## src/include/mbm_pkg.sv

```systemverilog
package mbm_pkg;
  // ==========================================================
  // Clock and timing
  localparam int unsigned CLK_HZ          = 20000000;
  localparam int unsigned BAUD_FAST       = 19200;
  localparam int unsigned BAUD_SLOW       = 9600;
  localparam int unsigned DIV_FAST        = CLK_HZ / BAUD_FAST;
  localparam int unsigned DIV_SLOW        = CLK_HZ / BAUD_SLOW;
  localparam int unsigned TURN_MS         = 10;
  localparam int unsigned TURN_CYC        = CLK_HZ / 1000 * TURN_MS;
  localparam int unsigned GAP_BITS        = 35;
  localparam int unsigned CHAR_BITS       = 11;
  localparam int unsigned MAX_FRAME       = 256;
  localparam int unsigned MAX_SLAVES      = 8;

  // ==========================================================
  // Addresses
  localparam logic [7:0] ADDR_BCAST       = 8'h00;
  localparam logic [7:0] ADDR_SLV_MIN     = 8'h01;
  localparam logic [7:0] ADDR_SLV_MAX     = 8'h95;
  localparam logic [7:0] ADDR_VIRT_MIN    = 8'h96;
  localparam logic [7:0] ADDR_VIRT_MAX    = 8'hdc;
  localparam logic [7:0] ADDR_RSV_MIN     = 8'hf8;
  localparam logic [7:0] ADDR_RSV_MAX     = 8'hfe;
  localparam logic [7:0] ADDR_OWN_RST     = 8'hff;

  // ==========================================================
  // CRC
  localparam logic [15:0] CRC_POLY        = 16'ha001;
  localparam logic [15:0] CRC_INIT        = 16'hffff;

  // ==========================================================
  // Register map (word addressed index)
  localparam logic [3:0] REG_CTRL         = 4'h0;
  localparam logic [3:0] REG_CFG          = 4'h1;
  localparam logic [3:0] REG_STAT         = 4'h2;
  localparam logic [3:0] REG_TXDATA       = 4'h3;
  localparam logic [3:0] REG_RXDATA       = 4'h4;
  localparam logic [3:0] REG_TIMEOUT      = 4'h5;
  localparam logic [3:0] REG_OWNADDR      = 4'h6;
  localparam logic [3:0] REG_SLOTS        = 4'h7;
  localparam logic [3:0] REG_APPLIED      = 4'h8;

  // CTRL bits
  localparam int unsigned CTRL_SEND       = 0;
  localparam int unsigned CTRL_APPLY      = 1;
  localparam int unsigned CTRL_CANCEL     = 2;
  localparam int unsigned CTRL_CLRERR     = 3;
  // CFG fields
  localparam int unsigned CFG_BAUD        = 0;
  localparam int unsigned CFG_PAR_LO      = 1;
  localparam int unsigned CFG_TERM        = 3;
  localparam logic [3:0]  CFG_RST         = 4'h1;
  localparam logic [23:0] TIMEOUT_RST     = 24'h030d40;

  typedef enum logic [1:0] {
    MBM_PAR_EVEN = 2'h0,
    MBM_PAR_ODD  = 2'h1,
    MBM_PAR_NONE = 2'h2
  } mbm_par_e;

  typedef struct packed {
    logic       baud_slow;
    mbm_par_e   parity;
    logic       term;
  } mbm_cfg_s;

  typedef struct packed {
    logic [3:0] addr;
    logic       wr;
    logic       rd;
    logic [31:0] wdata;
  } mbm_bus_s;

  typedef enum logic [5:0] {
    MBM_IDLE  = 6'b000001,
    MBM_SEND  = 6'b000010,
    MBM_GAP   = 6'b000100,
    MBM_WAIT  = 6'b001000,
    MBM_RECV  = 6'b010000,
    MBM_CHECK = 6'b100000
  } mbm_state_e;
endpackage : mbm_pkg

```

## src/logic/mbm_master.sv

```systemverilog
// The plain strobed port and the placing of the registers were decided locally.
`timescale 1ns/10ps
// Operation
// - Only master starts a transaction
// - First byte: slave address or zero
// - Items carry sixteen-bit addresses
// - Frames never exceed 256 bytes
// - Address, function, data, then CRC16
// - Slave addresses 1 through 149
// - Addresses 248 to 254 reserved
// - Own address defaults to 255
// - At most eight slaves on line
// - Addresses 150 to 220 answered locally
// - Character is eleven bit times
// - Even default, odd or none selectable
// - No parity sends second stop bit
// - 9600 or 19200 baud, 19200 default
// - Default even parity, one stop
// - One shared rate for whole line
// - Termination on by default
// - Settings apply on reboot, cancel restores
// - TCP requests relayed, replies returned
module mbm_master (
  input  wire logic        clock,
  input  wire logic        rst,
  input  wire logic        ce,
  input  wire logic [3:0]  addr,
  input  wire logic [31:0] wdata,
  input  wire logic        wr,
  input  wire logic        rd,
  output logic      [31:0] rdata,
  input  wire logic        rx,
  output logic             tx,
  output logic             tx_en,
  output logic             term_en,
  input  wire logic        reboot
);
  // ==========================================================
  // State
  typedef struct packed {
    mbm_pkg::mbm_state_e st;
    mbm_pkg::mbm_cfg_s   live;
    mbm_pkg::mbm_cfg_s   pend;
    logic [7:0]          own;
    logic [23:0]         tmo;
    logic [7:0]          slots;
    logic [8:0]          tx_len;
    logic [8:0]          idx;
    logic [8:0]          rx_len;
    logic [10:0]         sh;
    logic [3:0]          bitn;
    logic [11:0]         bdiv;
    logic [23:0]         tcnt;
    logic [15:0]         crc;
    logic [10:0]         rsh;
    logic [3:0]          rbit;
    logic [11:0]         rdiv;
    logic                rbusy;
    logic                rx_d;
    logic                bcast;
    logic                crc_err;
    logic                tmo_err;
    logic                local_hit;
    logic                done;
    logic                ovf;
    logic [31:0]         rdata;
  } mbm_st_s;

  mbm_st_s     s_r;
  mbm_st_s     s_nxt;
  logic [7:0]  txbuf_r [0:255];
  logic [7:0]  rxbuf_r [0:255];
  logic        tx_we;
  logic [7:0]  tx_wa;
  logic        rx_we;
  logic [7:0]  rx_wa;
  logic [7:0]  rx_wd;

  function automatic logic [15:0] crc_byte(input logic [15:0] c, input logic [7:0] b);
    logic [15:0] v;
    v = c ^ {8'h00, b};
    for (int i = 0; i < 8; i++) begin
      v = v[0] ? ((v >> 1) ^ mbm_pkg::CRC_POLY) : (v >> 1);
    end
    return v;
  endfunction : crc_byte

  function automatic logic par_bit(input mbm_pkg::mbm_par_e p, input logic [7:0] b);
    return (p == mbm_pkg::MBM_PAR_ODD)  ? ~(^b) :
           (p == mbm_pkg::MBM_PAR_EVEN) ? (^b) :
           1'b1;
  endfunction : par_bit

  logic [11:0] div_now;
  logic [7:0]  dst;
  assign div_now = s_r.live.baud_slow ? 12'(mbm_pkg::DIV_SLOW) : 12'(mbm_pkg::DIV_FAST);
  assign dst = txbuf_r[0];

  // ==========================================================
  // Next state
  always_comb begin
    logic [7:0] b;
    b = 8'h00;
    s_nxt = s_r;
    tx_we = 1'b0;
    tx_wa = 8'h00;
    rx_we = 1'b0;
    rx_wa = 8'h00;
    rx_wd = 8'h00;
    s_nxt.rdata = 32'h00000000;
    s_nxt.rx_d = rx;
    if (reboot) begin
      s_nxt.live = s_r.pend;
    end
    // Register writes
    if (wr) begin
      case (addr)
        mbm_pkg::REG_CTRL: begin
          if (wdata[mbm_pkg::CTRL_CANCEL]) begin
            s_nxt.pend = s_r.live;
          end
          if (wdata[mbm_pkg::CTRL_CLRERR]) begin
            // Sticky flags clear together so one status read covers one send
            s_nxt.local_hit = 1'b0;
            s_nxt.crc_err = 1'b0;
            s_nxt.tmo_err = 1'b0;
            s_nxt.ovf = 1'b0;
            s_nxt.done = 1'b0;
          end
          // Only the master starts traffic; a send while busy is ignored
          if (wdata[mbm_pkg::CTRL_SEND] && s_r.st == mbm_pkg::MBM_IDLE &&
              s_r.tx_len >= 9'd2) begin
            if (dst >= mbm_pkg::ADDR_VIRT_MIN && dst <= mbm_pkg::ADDR_VIRT_MAX ||
                dst == s_r.own) begin
              s_nxt.local_hit = 1'b1;
              s_nxt.done = 1'b1;
            end else if (dst >= mbm_pkg::ADDR_RSV_MIN && dst <= mbm_pkg::ADDR_RSV_MAX ||
                         dst > mbm_pkg::ADDR_SLV_MAX) begin
              s_nxt.ovf = 1'b1;
            end else begin
              s_nxt.local_hit = 1'b0;
              s_nxt.bcast = (dst == mbm_pkg::ADDR_BCAST);
              s_nxt.st = mbm_pkg::MBM_SEND;
              s_nxt.idx = 9'd0;
              s_nxt.bitn = 4'd0;
              s_nxt.bdiv = 12'd0;
              s_nxt.crc = mbm_pkg::CRC_INIT;
              s_nxt.rx_len = 9'd0;
              s_nxt.done = 1'b0;
            end
          end else if (wdata[mbm_pkg::CTRL_SEND]) begin
            s_nxt.ovf = s_r.ovf | (s_r.tx_len < 9'd2);
          end
          if (wdata[mbm_pkg::CTRL_APPLY] == 1'b0 && wdata[mbm_pkg::CTRL_SEND] == 1'b0 &&
              wdata[mbm_pkg::CTRL_CANCEL] == 1'b0 && wdata[mbm_pkg::CTRL_CLRERR] == 1'b0 &&
              s_r.st == mbm_pkg::MBM_IDLE) begin
            s_nxt.tx_len = 9'd0;
          end
        end
        mbm_pkg::REG_CFG: begin
          s_nxt.pend.baud_slow = wdata[mbm_pkg::CFG_BAUD];
          s_nxt.pend.parity = (wdata[mbm_pkg::CFG_PAR_LO +: 2] == 2'h3) ? mbm_pkg::MBM_PAR_EVEN :
                              mbm_pkg::mbm_par_e'(wdata[mbm_pkg::CFG_PAR_LO +: 2]);
          s_nxt.pend.term = wdata[mbm_pkg::CFG_TERM];
        end
        mbm_pkg::REG_TXDATA: begin
          // Frame buffer holds 256 bytes; the CRC is appended, so data stops at 254
          if (s_r.st == mbm_pkg::MBM_IDLE && s_r.tx_len < 9'(mbm_pkg::MAX_FRAME - 2)) begin
            tx_we = 1'b1;
            tx_wa = s_r.tx_len[7:0];
            s_nxt.tx_len = s_r.tx_len + 9'd1;
          end else begin
            s_nxt.ovf = 1'b1;
          end
        end
        mbm_pkg::REG_TIMEOUT: s_nxt.tmo = wdata[23:0];
        mbm_pkg::REG_OWNADDR: s_nxt.own = wdata[7:0];
        mbm_pkg::REG_SLOTS: s_nxt.slots = wdata[7:0];
        default: ;
      endcase
    end
    // Register reads, data one cycle later
    if (rd) begin
      case (addr)
        mbm_pkg::REG_CFG:
          s_nxt.rdata = {28'h0000000, s_r.pend.term, s_r.pend.parity, s_r.pend.baud_slow};
        mbm_pkg::REG_APPLIED:
          s_nxt.rdata = {28'h0000000, s_r.live.term, s_r.live.parity, s_r.live.baud_slow};
        mbm_pkg::REG_STAT:
          s_nxt.rdata = {7'h00, s_r.rx_len, 7'h00, s_r.tx_len[8:0]} & 32'h01ff01ff |
                        {26'h0000000, s_r.local_hit, s_r.ovf, s_r.tmo_err, s_r.crc_err,
                         s_r.done, (s_r.st != mbm_pkg::MBM_IDLE)} << 10;
        mbm_pkg::REG_RXDATA: begin
          s_nxt.rdata = {24'h000000, rxbuf_r[s_r.idx[7:0]]};
          if (s_r.st == mbm_pkg::MBM_IDLE) begin
            s_nxt.idx = s_r.idx + 9'd1;
          end
        end
        mbm_pkg::REG_TIMEOUT: s_nxt.rdata = {8'h00, s_r.tmo};
        mbm_pkg::REG_OWNADDR: s_nxt.rdata = {24'h000000, s_r.own};
        mbm_pkg::REG_SLOTS: s_nxt.rdata = {24'h000000, s_r.slots};
        default: s_nxt.rdata = 32'h00000000;
      endcase
    end
    // Link engine
    case (s_r.st)
      mbm_pkg::MBM_IDLE: ;
      mbm_pkg::MBM_SEND: begin
        if (s_r.bitn == 4'd0 && s_r.bdiv == 12'd0) begin
          if (s_r.idx < s_r.tx_len) begin
            b = txbuf_r[s_r.idx[7:0]];
            s_nxt.crc = crc_byte(s_r.crc, b);
          end else if (s_r.idx == s_r.tx_len) begin
            b = s_r.crc[7:0];
          end else begin
            b = s_r.crc[15:8];
          end
          // Start, eight data, parity or second stop, stop
          s_nxt.sh = {1'b1, par_bit(s_r.live.parity, b), b, 1'b0};
        end
        if (s_r.bdiv == div_now - 12'd1) begin
          s_nxt.bdiv = 12'd0;
          s_nxt.sh = {1'b1, s_r.sh[10:1]};
          if (s_r.bitn == 4'(mbm_pkg::CHAR_BITS - 1)) begin
            s_nxt.bitn = 4'd0;
            s_nxt.idx = s_r.idx + 9'd1;
            if (s_r.idx == s_r.tx_len + 9'd1) begin
              s_nxt.st = mbm_pkg::MBM_GAP;
              s_nxt.tcnt = 24'd0;
              s_nxt.idx = 9'd0;
            end
          end else begin
            s_nxt.bitn = s_r.bitn + 4'd1;
          end
        end else begin
          s_nxt.bdiv = s_r.bdiv + 12'd1;
        end
      end
      mbm_pkg::MBM_GAP: begin
        // Inter-frame silence; broadcast ends here with no wait
        s_nxt.tcnt = s_r.tcnt + 24'd1;
        if (s_r.tcnt == 24'(mbm_pkg::GAP_BITS) * {12'h000, div_now}) begin
          s_nxt.tcnt = 24'd0;
          s_nxt.crc = mbm_pkg::CRC_INIT;
          if (s_r.bcast) begin
            s_nxt.st = mbm_pkg::MBM_IDLE;
            s_nxt.done = 1'b1;
          end else begin
            s_nxt.st = mbm_pkg::MBM_WAIT;
          end
        end
      end
      mbm_pkg::MBM_WAIT, mbm_pkg::MBM_RECV: begin
        s_nxt.tcnt = s_r.tcnt + 24'd1;
        if (!s_r.rbusy && s_r.rx_d && !rx) begin
          s_nxt.rbusy = 1'b1;
          s_nxt.rdiv = 12'd0;
          s_nxt.rbit = 4'd0;
          s_nxt.st = mbm_pkg::MBM_RECV;
        end
        if (s_r.rbusy) begin
          s_nxt.tcnt = 24'd0;
          s_nxt.rdiv = s_r.rdiv + 12'd1;
          if (s_r.rdiv == ((s_r.rbit == 4'd0) ? (div_now >> 1) : div_now)) begin
            s_nxt.rdiv = 12'd0;
            s_nxt.rsh = {rx, s_r.rsh[10:1]};
            s_nxt.rbit = s_r.rbit + 4'd1;
            if (s_r.rbit == 4'(mbm_pkg::CHAR_BITS - 1)) begin
              s_nxt.rbusy = 1'b0;
              // Stop bit is not stored yet; data sits just below the parity sample
              rx_wd = s_r.rsh[9:2];
              if (s_r.rx_len < 9'(mbm_pkg::MAX_FRAME)) begin
                rx_we = 1'b1;
                rx_wa = s_r.rx_len[7:0];
                s_nxt.rx_len = s_r.rx_len + 9'd1;
                s_nxt.crc = crc_byte(s_r.crc, rx_wd);
              end else begin
                s_nxt.ovf = 1'b1;
              end
            end
          end
        end else if (s_r.st == mbm_pkg::MBM_WAIT && s_r.tcnt >= s_r.tmo) begin
          s_nxt.st = mbm_pkg::MBM_IDLE;
          s_nxt.tmo_err = 1'b1;
          s_nxt.done = 1'b1;
        end else if (s_r.st == mbm_pkg::MBM_RECV &&
                     s_r.tcnt >= 24'(mbm_pkg::GAP_BITS) * {12'h000, div_now}) begin
          s_nxt.st = mbm_pkg::MBM_CHECK;
        end
      end
      mbm_pkg::MBM_CHECK: begin
        // A good CRC over the whole frame leaves a zero residue
        s_nxt.crc_err = (s_r.crc != 16'h0000) || (s_r.rx_len < 9'd4);
        s_nxt.done = 1'b1;
        s_nxt.idx = 9'd0;
        s_nxt.st = mbm_pkg::MBM_IDLE;
      end
      default: s_nxt.st = mbm_pkg::MBM_IDLE;
    endcase
  end

  // ==========================================================
  // Registers
  always_ff @(posedge clock) begin
    if (rst) begin
      s_r <= '0;
      s_r.st <= mbm_pkg::MBM_IDLE;
      s_r.live <= mbm_pkg::mbm_cfg_s'(mbm_pkg::CFG_RST);
      s_r.pend <= mbm_pkg::mbm_cfg_s'(mbm_pkg::CFG_RST);
      s_r.own <= mbm_pkg::ADDR_OWN_RST;
      s_r.tmo <= mbm_pkg::TIMEOUT_RST;
      s_r.slots <= 8'(mbm_pkg::MAX_SLAVES);
      s_r.sh <= 11'h7ff;
      s_r.rx_d <= 1'b1;
    end else if (ce) begin
      s_r <= s_nxt;
    end
  end

  always_ff @(posedge clock) begin
    if (ce && tx_we) begin
      txbuf_r[tx_wa] <= wdata[7:0];
    end
    if (ce && rx_we) begin
      rxbuf_r[rx_wa] <= rx_wd;
    end
  end

  assign rdata = s_r.rdata;
  assign tx = (s_r.st == mbm_pkg::MBM_SEND) ? s_r.sh[0] : 1'b1;
  assign tx_en = (s_r.st == mbm_pkg::MBM_SEND);
  assign term_en = s_r.live.term;

  // ==========================================================
  // Checks
  bcast_no_wait_a: assert property (@(posedge clock) disable iff (rst)
    (s_r.st == mbm_pkg::MBM_GAP && s_nxt.st != mbm_pkg::MBM_GAP && s_r.bcast) |=>
    s_r.st == mbm_pkg::MBM_IDLE) else $error("broadcast waited for reply");
  tx_idle_high_a: assert property (@(posedge clock) disable iff (rst)
    !tx_en |-> tx) else $error("line driven outside send");
  own_reset_a: assert property (@(posedge clock)
    $rose(!rst) |-> s_r.own == 8'hff) else $error("own address reset wrong");
  term_reset_a: assert property (@(posedge clock)
    $fell(rst) |-> term_en && !s_r.live.baud_slow) else $error("reset config wrong");
  start_bit_a: assert property (@(posedge clock) disable iff (rst || !ce)
    ($rose(tx_en)) |-> ##1 !tx) else $error("no start bit");
  rx_len_cap_a: assert property (@(posedge clock) disable iff (rst)
    s_r.rx_len <= 9'd256 && s_r.tx_len <= 9'd254) else $error("frame too long");
  tmo_end_a: assert property (@(posedge clock) disable iff (rst)
    (s_r.st == mbm_pkg::MBM_WAIT && s_nxt.st == mbm_pkg::MBM_IDLE && ce) |=> s_r.tmo_err)
    else $error("timeout not flagged");
  cfg_hold_a: assert property (@(posedge clock) disable iff (rst)
    (!reboot) |=> s_r.live == $past(s_r.live)) else $error("config changed without reboot");
  gap_line_quiet_a: assert property (@(posedge clock) disable iff (rst)
    (s_r.st == mbm_pkg::MBM_GAP) |-> (tx && !tx_en))
    else $error("line driven during gap");
  send_dest_ok_a: assert property (@(posedge clock) disable iff (rst)
    (s_r.st == mbm_pkg::MBM_SEND) |-> (dst <= mbm_pkg::ADDR_SLV_MAX))
    else $error("frame sent to non serial address");
  check_done_a: assert property (@(posedge clock) disable iff (rst)
    (s_r.st == mbm_pkg::MBM_CHECK && ce) |=> (s_r.done && s_r.st == mbm_pkg::MBM_IDLE))
    else $error("check did not finish");
  bcast_c: cover property (@(posedge clock) s_r.bcast && s_r.done);
  local_c: cover property (@(posedge clock) s_r.local_hit && s_r.done);
  tmo_c: cover property (@(posedge clock) s_r.tmo_err);
  good_c: cover property (@(posedge clock) s_r.done && !s_r.crc_err && !s_r.tmo_err);
endmodule : mbm_master

```

## config.mk

```make
export PLATFORM = sky130hd
export DESIGN_NAME = mbm_master
export DESIGN_NICKNAME = d
export VERILOG_FILES = /design/src/include/mbm_pkg.sv /design/src/logic/mbm_master.sv
export SDC_FILE = /design/constraint.sdc
export NUM_CORES = 2
export LEC_CHECK = 0
export BUFFER_PORTS_ARGS = -buffer_cell sky130_fd_sc_hd__buf_4
export CAP_MARGIN = 20
export CORE_MARGIN = 5
export CORE_UTILIZATION = 35
export DETAILED_ROUTE_END_ITERATION = 16
export PLACE_DENSITY_LB_ADDON = 0.25
export SYNTH_ARGS = -nofsm -noshare
export SYNTH_HDL_FRONTEND = slang
export SYNTH_SLANG_ARGS = --single-unit
```

## constraint.sdc

```tcl
create_clock -name clock -period 15.4 [get_ports clock]
set_clock_uncertainty 0.05 [all_clocks]
set_input_delay 1.54 -clock clock [delete_from_list [all_inputs] [get_ports clock]]
set_output_delay 1.54 -clock clock [all_outputs]
set_load 0.02 [all_outputs]
```

# Word level (Yosys, flattened, before mapping)
# Memories as Yosys holds them, arrays and structs flattened. A register that Yosys moved wholly into a read port is not among the register bits.
# Cells that the tools add are included.
# totals
reg_bits	215
latchBits	0
ramBits	4096
rom_bits	0
input_bits	43
elab_cells	318
mem_count	2
# classes
add_sub_neg	9
mul	1
n_div	0
magnitude_cmp	13
eq_ne	33
shifts	0
mux	147
n_bitwise	27
reduce_logical	56
# mem_list
name	words	width	read_ports	rd_ports_with_merged_regs	wr	line	text
rxbuf_r	256	8	1	1	1	mbm_master.sv:72	logic [7:0] rxbuf_r [0:255];
txbuf_r	256	8	2	1	1	mbm_master.sv:71	logic [7:0] txbuf_r [0:255];
# ops
op	n
$mux 16	31
$pmux 25 s7	1
$mux 8	20
$pmux 40 s3	1
$mux 9	13
$mux 18	5
$mux 6	13
$mux 24	3
$mux 68	1
$not 2->3	16
$mux 44	1
$mux 40	1
$mux 12	3
$pmux 9 s2	2
$mux 1	34
$xor 16x8->16	2
$add 9x1->9 const B	3
$mux 25	1
$or 25x16->25	1
$add 12x1->12 const B	2
$add 24x1->24 const B	1
$eq 12x12->1	2
$eq 24x18->1	1
$ge 24x18->1	1
other kinds (59)	127

# Longest topological paths before layout
# logic_depth
ltp_word	22
mapped_depth	20

# Least setup slack after synthesis
# No wires, ideal clock.
# synth_timing
path_type	flip-flop to flip-flop
start	register s_r[52] (netlist bit)
end	memory rxbuf_r[0][0] (data pin)
t_arrival_ns	5.264
setup_slack_ns	9.219
path_stages_with_launch	10
n_path_buf	0
path_cell_list	dfxtp_1 inv_1 ha_1 nand2_1 inv_1 ha_1 nor4b_1 o22ai_1 nor4_1 and2_1
# synth_between
elab_chain_cells	6
# synth_lines
item	line	text
start, declared	mbm_master.sv:69	mbm_st_s s_r;
start signal, assigned	mbm_master.sv:316	s_r <= s_nxt;
$logic_not 4->1	mbm_master.sv:264	if (s_r.rdiv == ((s_r.rbit == 4'd0) ? (div_now >> 1) : div_now)) begin
$mux 12	mbm_master.sv:264	
$eq 12x12->1	mbm_master.sv:264	
$mux 8 (*)	mbm_master.sv:264	
$mux 8 (*)	mbm_master.sv:261	if (s_r.rbusy) begin
$mux 8 (*)	mbm_master.sv:206	case (s_r.st)
named net rx_wd[0]	mbm_master.sv:77	logic [7:0] rx_wd;
end, declared	mbm_master.sv:72	
# The timed path passes the listed nets; every way through them passes the cells marked *.

==> reports/qor.csv <==
stage,metric,value,unit
routing,ant_nets,0,
sta,grt_setup_unrepaired,false,
run,max-cap-violations,0,
pwr,peakVddDrop,103.3,uV
routing,first_iter_violations,10015,
clock_network,ctsHoldBuffers,0,
worst_setup_path,worstPathMaxFanout,65,
worst_setup_path,setup.worst_path.end_class,register,
layout,synthToLayoutAreaGrowth,12.75,%
worst_setup_path,worst-path-buf-inv,4,
routing,top_layer,met4,
worst_setup_path,ff2ff_path_depth,12,
pwr,p_per_area,121.6,mW/mm2
grt,grt_overflow,0,
grt,gr-usage-all-layers,17.85,%
worst_setup_path,cpLargestDelayFamily,buffers and inverters,
floorplan,fp.dieArea,0.5034,mm2
sta,drv_slew,0,
clock_network,postCtsResizedCells,0,
sta,fmax,129.9,MHz
logic_synthesis,synth-seq-cells,4309,
logic_synthesis,async_flop_share,0,%
routing,drt-met1-wl,198100,um
worst_hold_path,hp-class,reg -> reg,
logic_synthesis,ys_top_cells_by_area,"edfxtp_1 (72%), mux4_2 (15%), dfxtp_1 (2.5%)",
worst_setup_path,slowest_stage,dfxtp_4,
outcome,status,"finished, final reports clean",
routing,wl,459600,um
worst_setup_path,crit_arrival,8.50,ns
sta,worst_pin_slew,1.380,ns
floorplan,io_pins,78,
layout,drive_above_1_share,23.30,%
logic_synthesis,yosysSeqAreaShare,74.32,%
logic_synthesis,yosysTopAreaCell,edfxtp_1,
clock_network,cts_buffer_depth,4,
worst_setup_path,r2r_end,rdata[4],
logic_synthesis,post_synth.cell_area_avg,19.87,um2
layout,nFillCells,43552,
routing,viasPerCell,5.516,
sta,tns,0,ns
layout,final_common_cell,edfxtp_1,
logic_synthesis,ys_types,86,
sta,max-slew-margin-rel,7.969,%
routing,remaining_drc_errors,0,
sta,period_minus_slack,7.699,ns
logic_synthesis,yosysWarnings,0,
floorplan,die_h,709.5,um
clock_network,cts_sinks,4309,
logic_synthesis,synthCells,8618,
place,placed_cells,14845,
grt,grt_max_degree,225,
clock_network,htree_levels,5,
logic_synthesis,synth_edf_count,4096,
worst_setup_path,worstPathCellList,buf_4 > buf_4 > buf_4 > buf_4 > mux4_2 > mux4_2 > mux4_2 > mux4_2 > a221oi_1 > nor2_1 > a21oi_1 > nor2_1,
grt,grt_pass1_wl,652300,um
worst_setup_path,crit_end,rdata[4],
clock_network,cts_tree,yes,
logic_synthesis,netlist_area,0.1712,mm2
floorplan,start_util,35.04,%
floorplan,rows,257,
worst_setup_path,critPathMaxStageDelay,0.97,ns
routing,wl_per_cell,29.38,um
logic_synthesis,yosysTopAreaCellShare,71.83,%
layout,fin_nets,8899,
routing,wl_met2,216400,um
layout,layout_common_cells,"edfxtp_1 (4096), mux4_2 (1164), nor2_1 (800)",
place,dpl.hpwl,285200,um
clock_network,cts_buffers,419,
place,placed_area,0.1789,mm2
worst_setup_path,critPathKind,reg -> reg,
place,portBuffers,62,
grt,first_global_vias,86758,
clock_network,root_buffer,clkbuf_16,
clock_network,insertion_delay,0.98,ns
sta,final.period_utilization,49.99,%
grt,grt_antenna_before_repair,40,
routing,vias,86278,
logic_synthesis,synthFlopType,edfxtp_1,
clock_network,postCtsSetupBuffers,0,
clock_network,path_clk_slew,0.06,ns
routing,met3_length,32540,um
layout,multi_input_area,0.04128,mm2
worst_setup_path,r2r_slack,7.70,ns
sta,setup_viol,0,
routing,dr.pass1.iters,6,
worst_setup_path,critPathRequiredTime,16.20,ns
sta,hold_violations,0,
place,gp_congestion,0.8540,
worst_setup_path,crit_path_start_kind,register,
layout,fin_area,0.1931,mm2
layout,seqCellArea,0.1273,mm2
floorplan,core_area,0.4888,mm2
floorplan,fp.dieW,709.5,um
worst_setup_path,worst-path-stages,12,
layout,final_cells,15642,
pwr,p_leak,63.01,nW
synthesized netlist by cell type, types with 18 or more instances:
| master | number |
|---|---|
| nand3_1 | 108 |
| inv_1 | 62 |
| a221oi_1 | 27 |
| nor2_1 | 803 |
| buf_1 | 30 |
| o22ai_1 | 43 |
| buf_2 | 99 |
| a31oi_1 | 19 |
| a211oi_1 | 21 |
| or3_1 | 27 |
| mux2i_1 | 173 |
| o221ai_1 | 26 |
| nor4_1 | 36 |
| nand4_1 | 40 |
| clkbuf_1 | 271 |
| buf_6 | 45 |
| nand2b_1 | 32 |
| nor3_1 | 58 |
| or2_2 | 18 |
| mux4_2 | 1164 |
| nand2_1 | 289 |
| xor2_1 | 45 |
| nor2b_1 | 43 |
| a211o_1 | 21 |
| a22oi_1 | 102 |
| and2_1 | 23 |
| ha_1 | 54 |
| o21ai_0 | 91 |
| a21oi_1 | 213 |
| buf_4 | 62 |
| edfxtp_1 | 4096 |
| xnor2_1 | 47 |
| dfxtp_1 | 213 |
power by group:
part           internal [mW]  switching (mW)  total (mW)  leakage [nW]
logic                 0.0700           0.188       0.258          12.3
clock network           6.06            4.43        10.5          6.76
registers               12.7          0.0116        12.7          44.0
total                   18.9            4.62        23.5          63.0
logic make-up (layout without fill, tap and decap cells):
| family | count (synthesis) | count (layout) | synth area share [%] |
|---|---|---|---|
| AO/OA/AOI/OAI | 686 | 686 | 2.633 |
| XOR/XNOR | 99 | 99 | 0.5611 |
| adder cells (fa/ha/maj) | 54 | 54 | 0.3946 |
| buffers and inverters | 577 | 1088 | 1.718 |
| flip-flops | 4309 | 4309 | 74.32 |
| multiplexers | 1350 | 1350 | 16.41 |
| other | 1 | 39 | 0.002190 |
| AND/OR/NAND/NOR | 1542 | 1542 | 3.970 |
state kept, by name, indices dropped and copies added, names as in the netlist, named ones only:
| signal | cells |
|---|---|
| s_r | 179 |
| txbuf_r | 2048 |
| term_en | 1 |
| rdata | 25 |
| rxbuf_r | 2048 |
worst register-to-register path, delay by kind of cell (launching register included):
kind	cells	cell delay, ns
buffers and inverters	4	3.29
DFF	1	0.97
AOI/OAI and AO/OA	2	0.63
muxes	4	2.43
and+or+nand+nor	2	0.18
per-stage QoR:
step                hold slack, ns  setup WS [ns]  total power, mW  utilization, %
floorplan                   0.3812          9.219            13.10               -
global placement            0.3962          7.631            13.24           36.60
detailed placement          0.4091          7.690            13.25           36.61
CTS                         0.4230          7.678            23.67           39.45
global route                0.4441          7.501            24.17           39.50
finish                      0.4167          7.701            23.48           39.50
worst min-delay path by stage:
stage	from	slack, ns	cells past startpoint	to
2_1_floorplan	s_r[38]	0.38	1	s_r[38]
3_3_place_gp	s_r[38]	0.40	1	s_r[38]
3_5_place_dp	s_r[38]	0.41	1	s_r[38]
4_1_cts	s_r[38]	0.42	1	s_r[38]
5_1_grt	s_r[38]	0.44	1	s_r[38]
6_report	s_r[38]	0.42	1	s_r[38]
metal layers:
metal	GRT usage, %	vias to the layer above
met5	0	-
met4	4.855	0
met3	2.965	592
met2	28.13	3419
met1	25.72	46529
li1	-	35738
final cells by class:
cell class	instances	area share (%)
Clock inverter	264	1.498
Timing Repair Buffer	254	1.155
Inverter	64	0.1290
Antenna cell	16	0.02074
Clock buffer	506	5.703
Sequential cell	4309	65.92
Tap cell	6475	4.196
Multi-Input combinational cell	3754	21.38
Note: power is estimated with default switching activity, not from simulation.
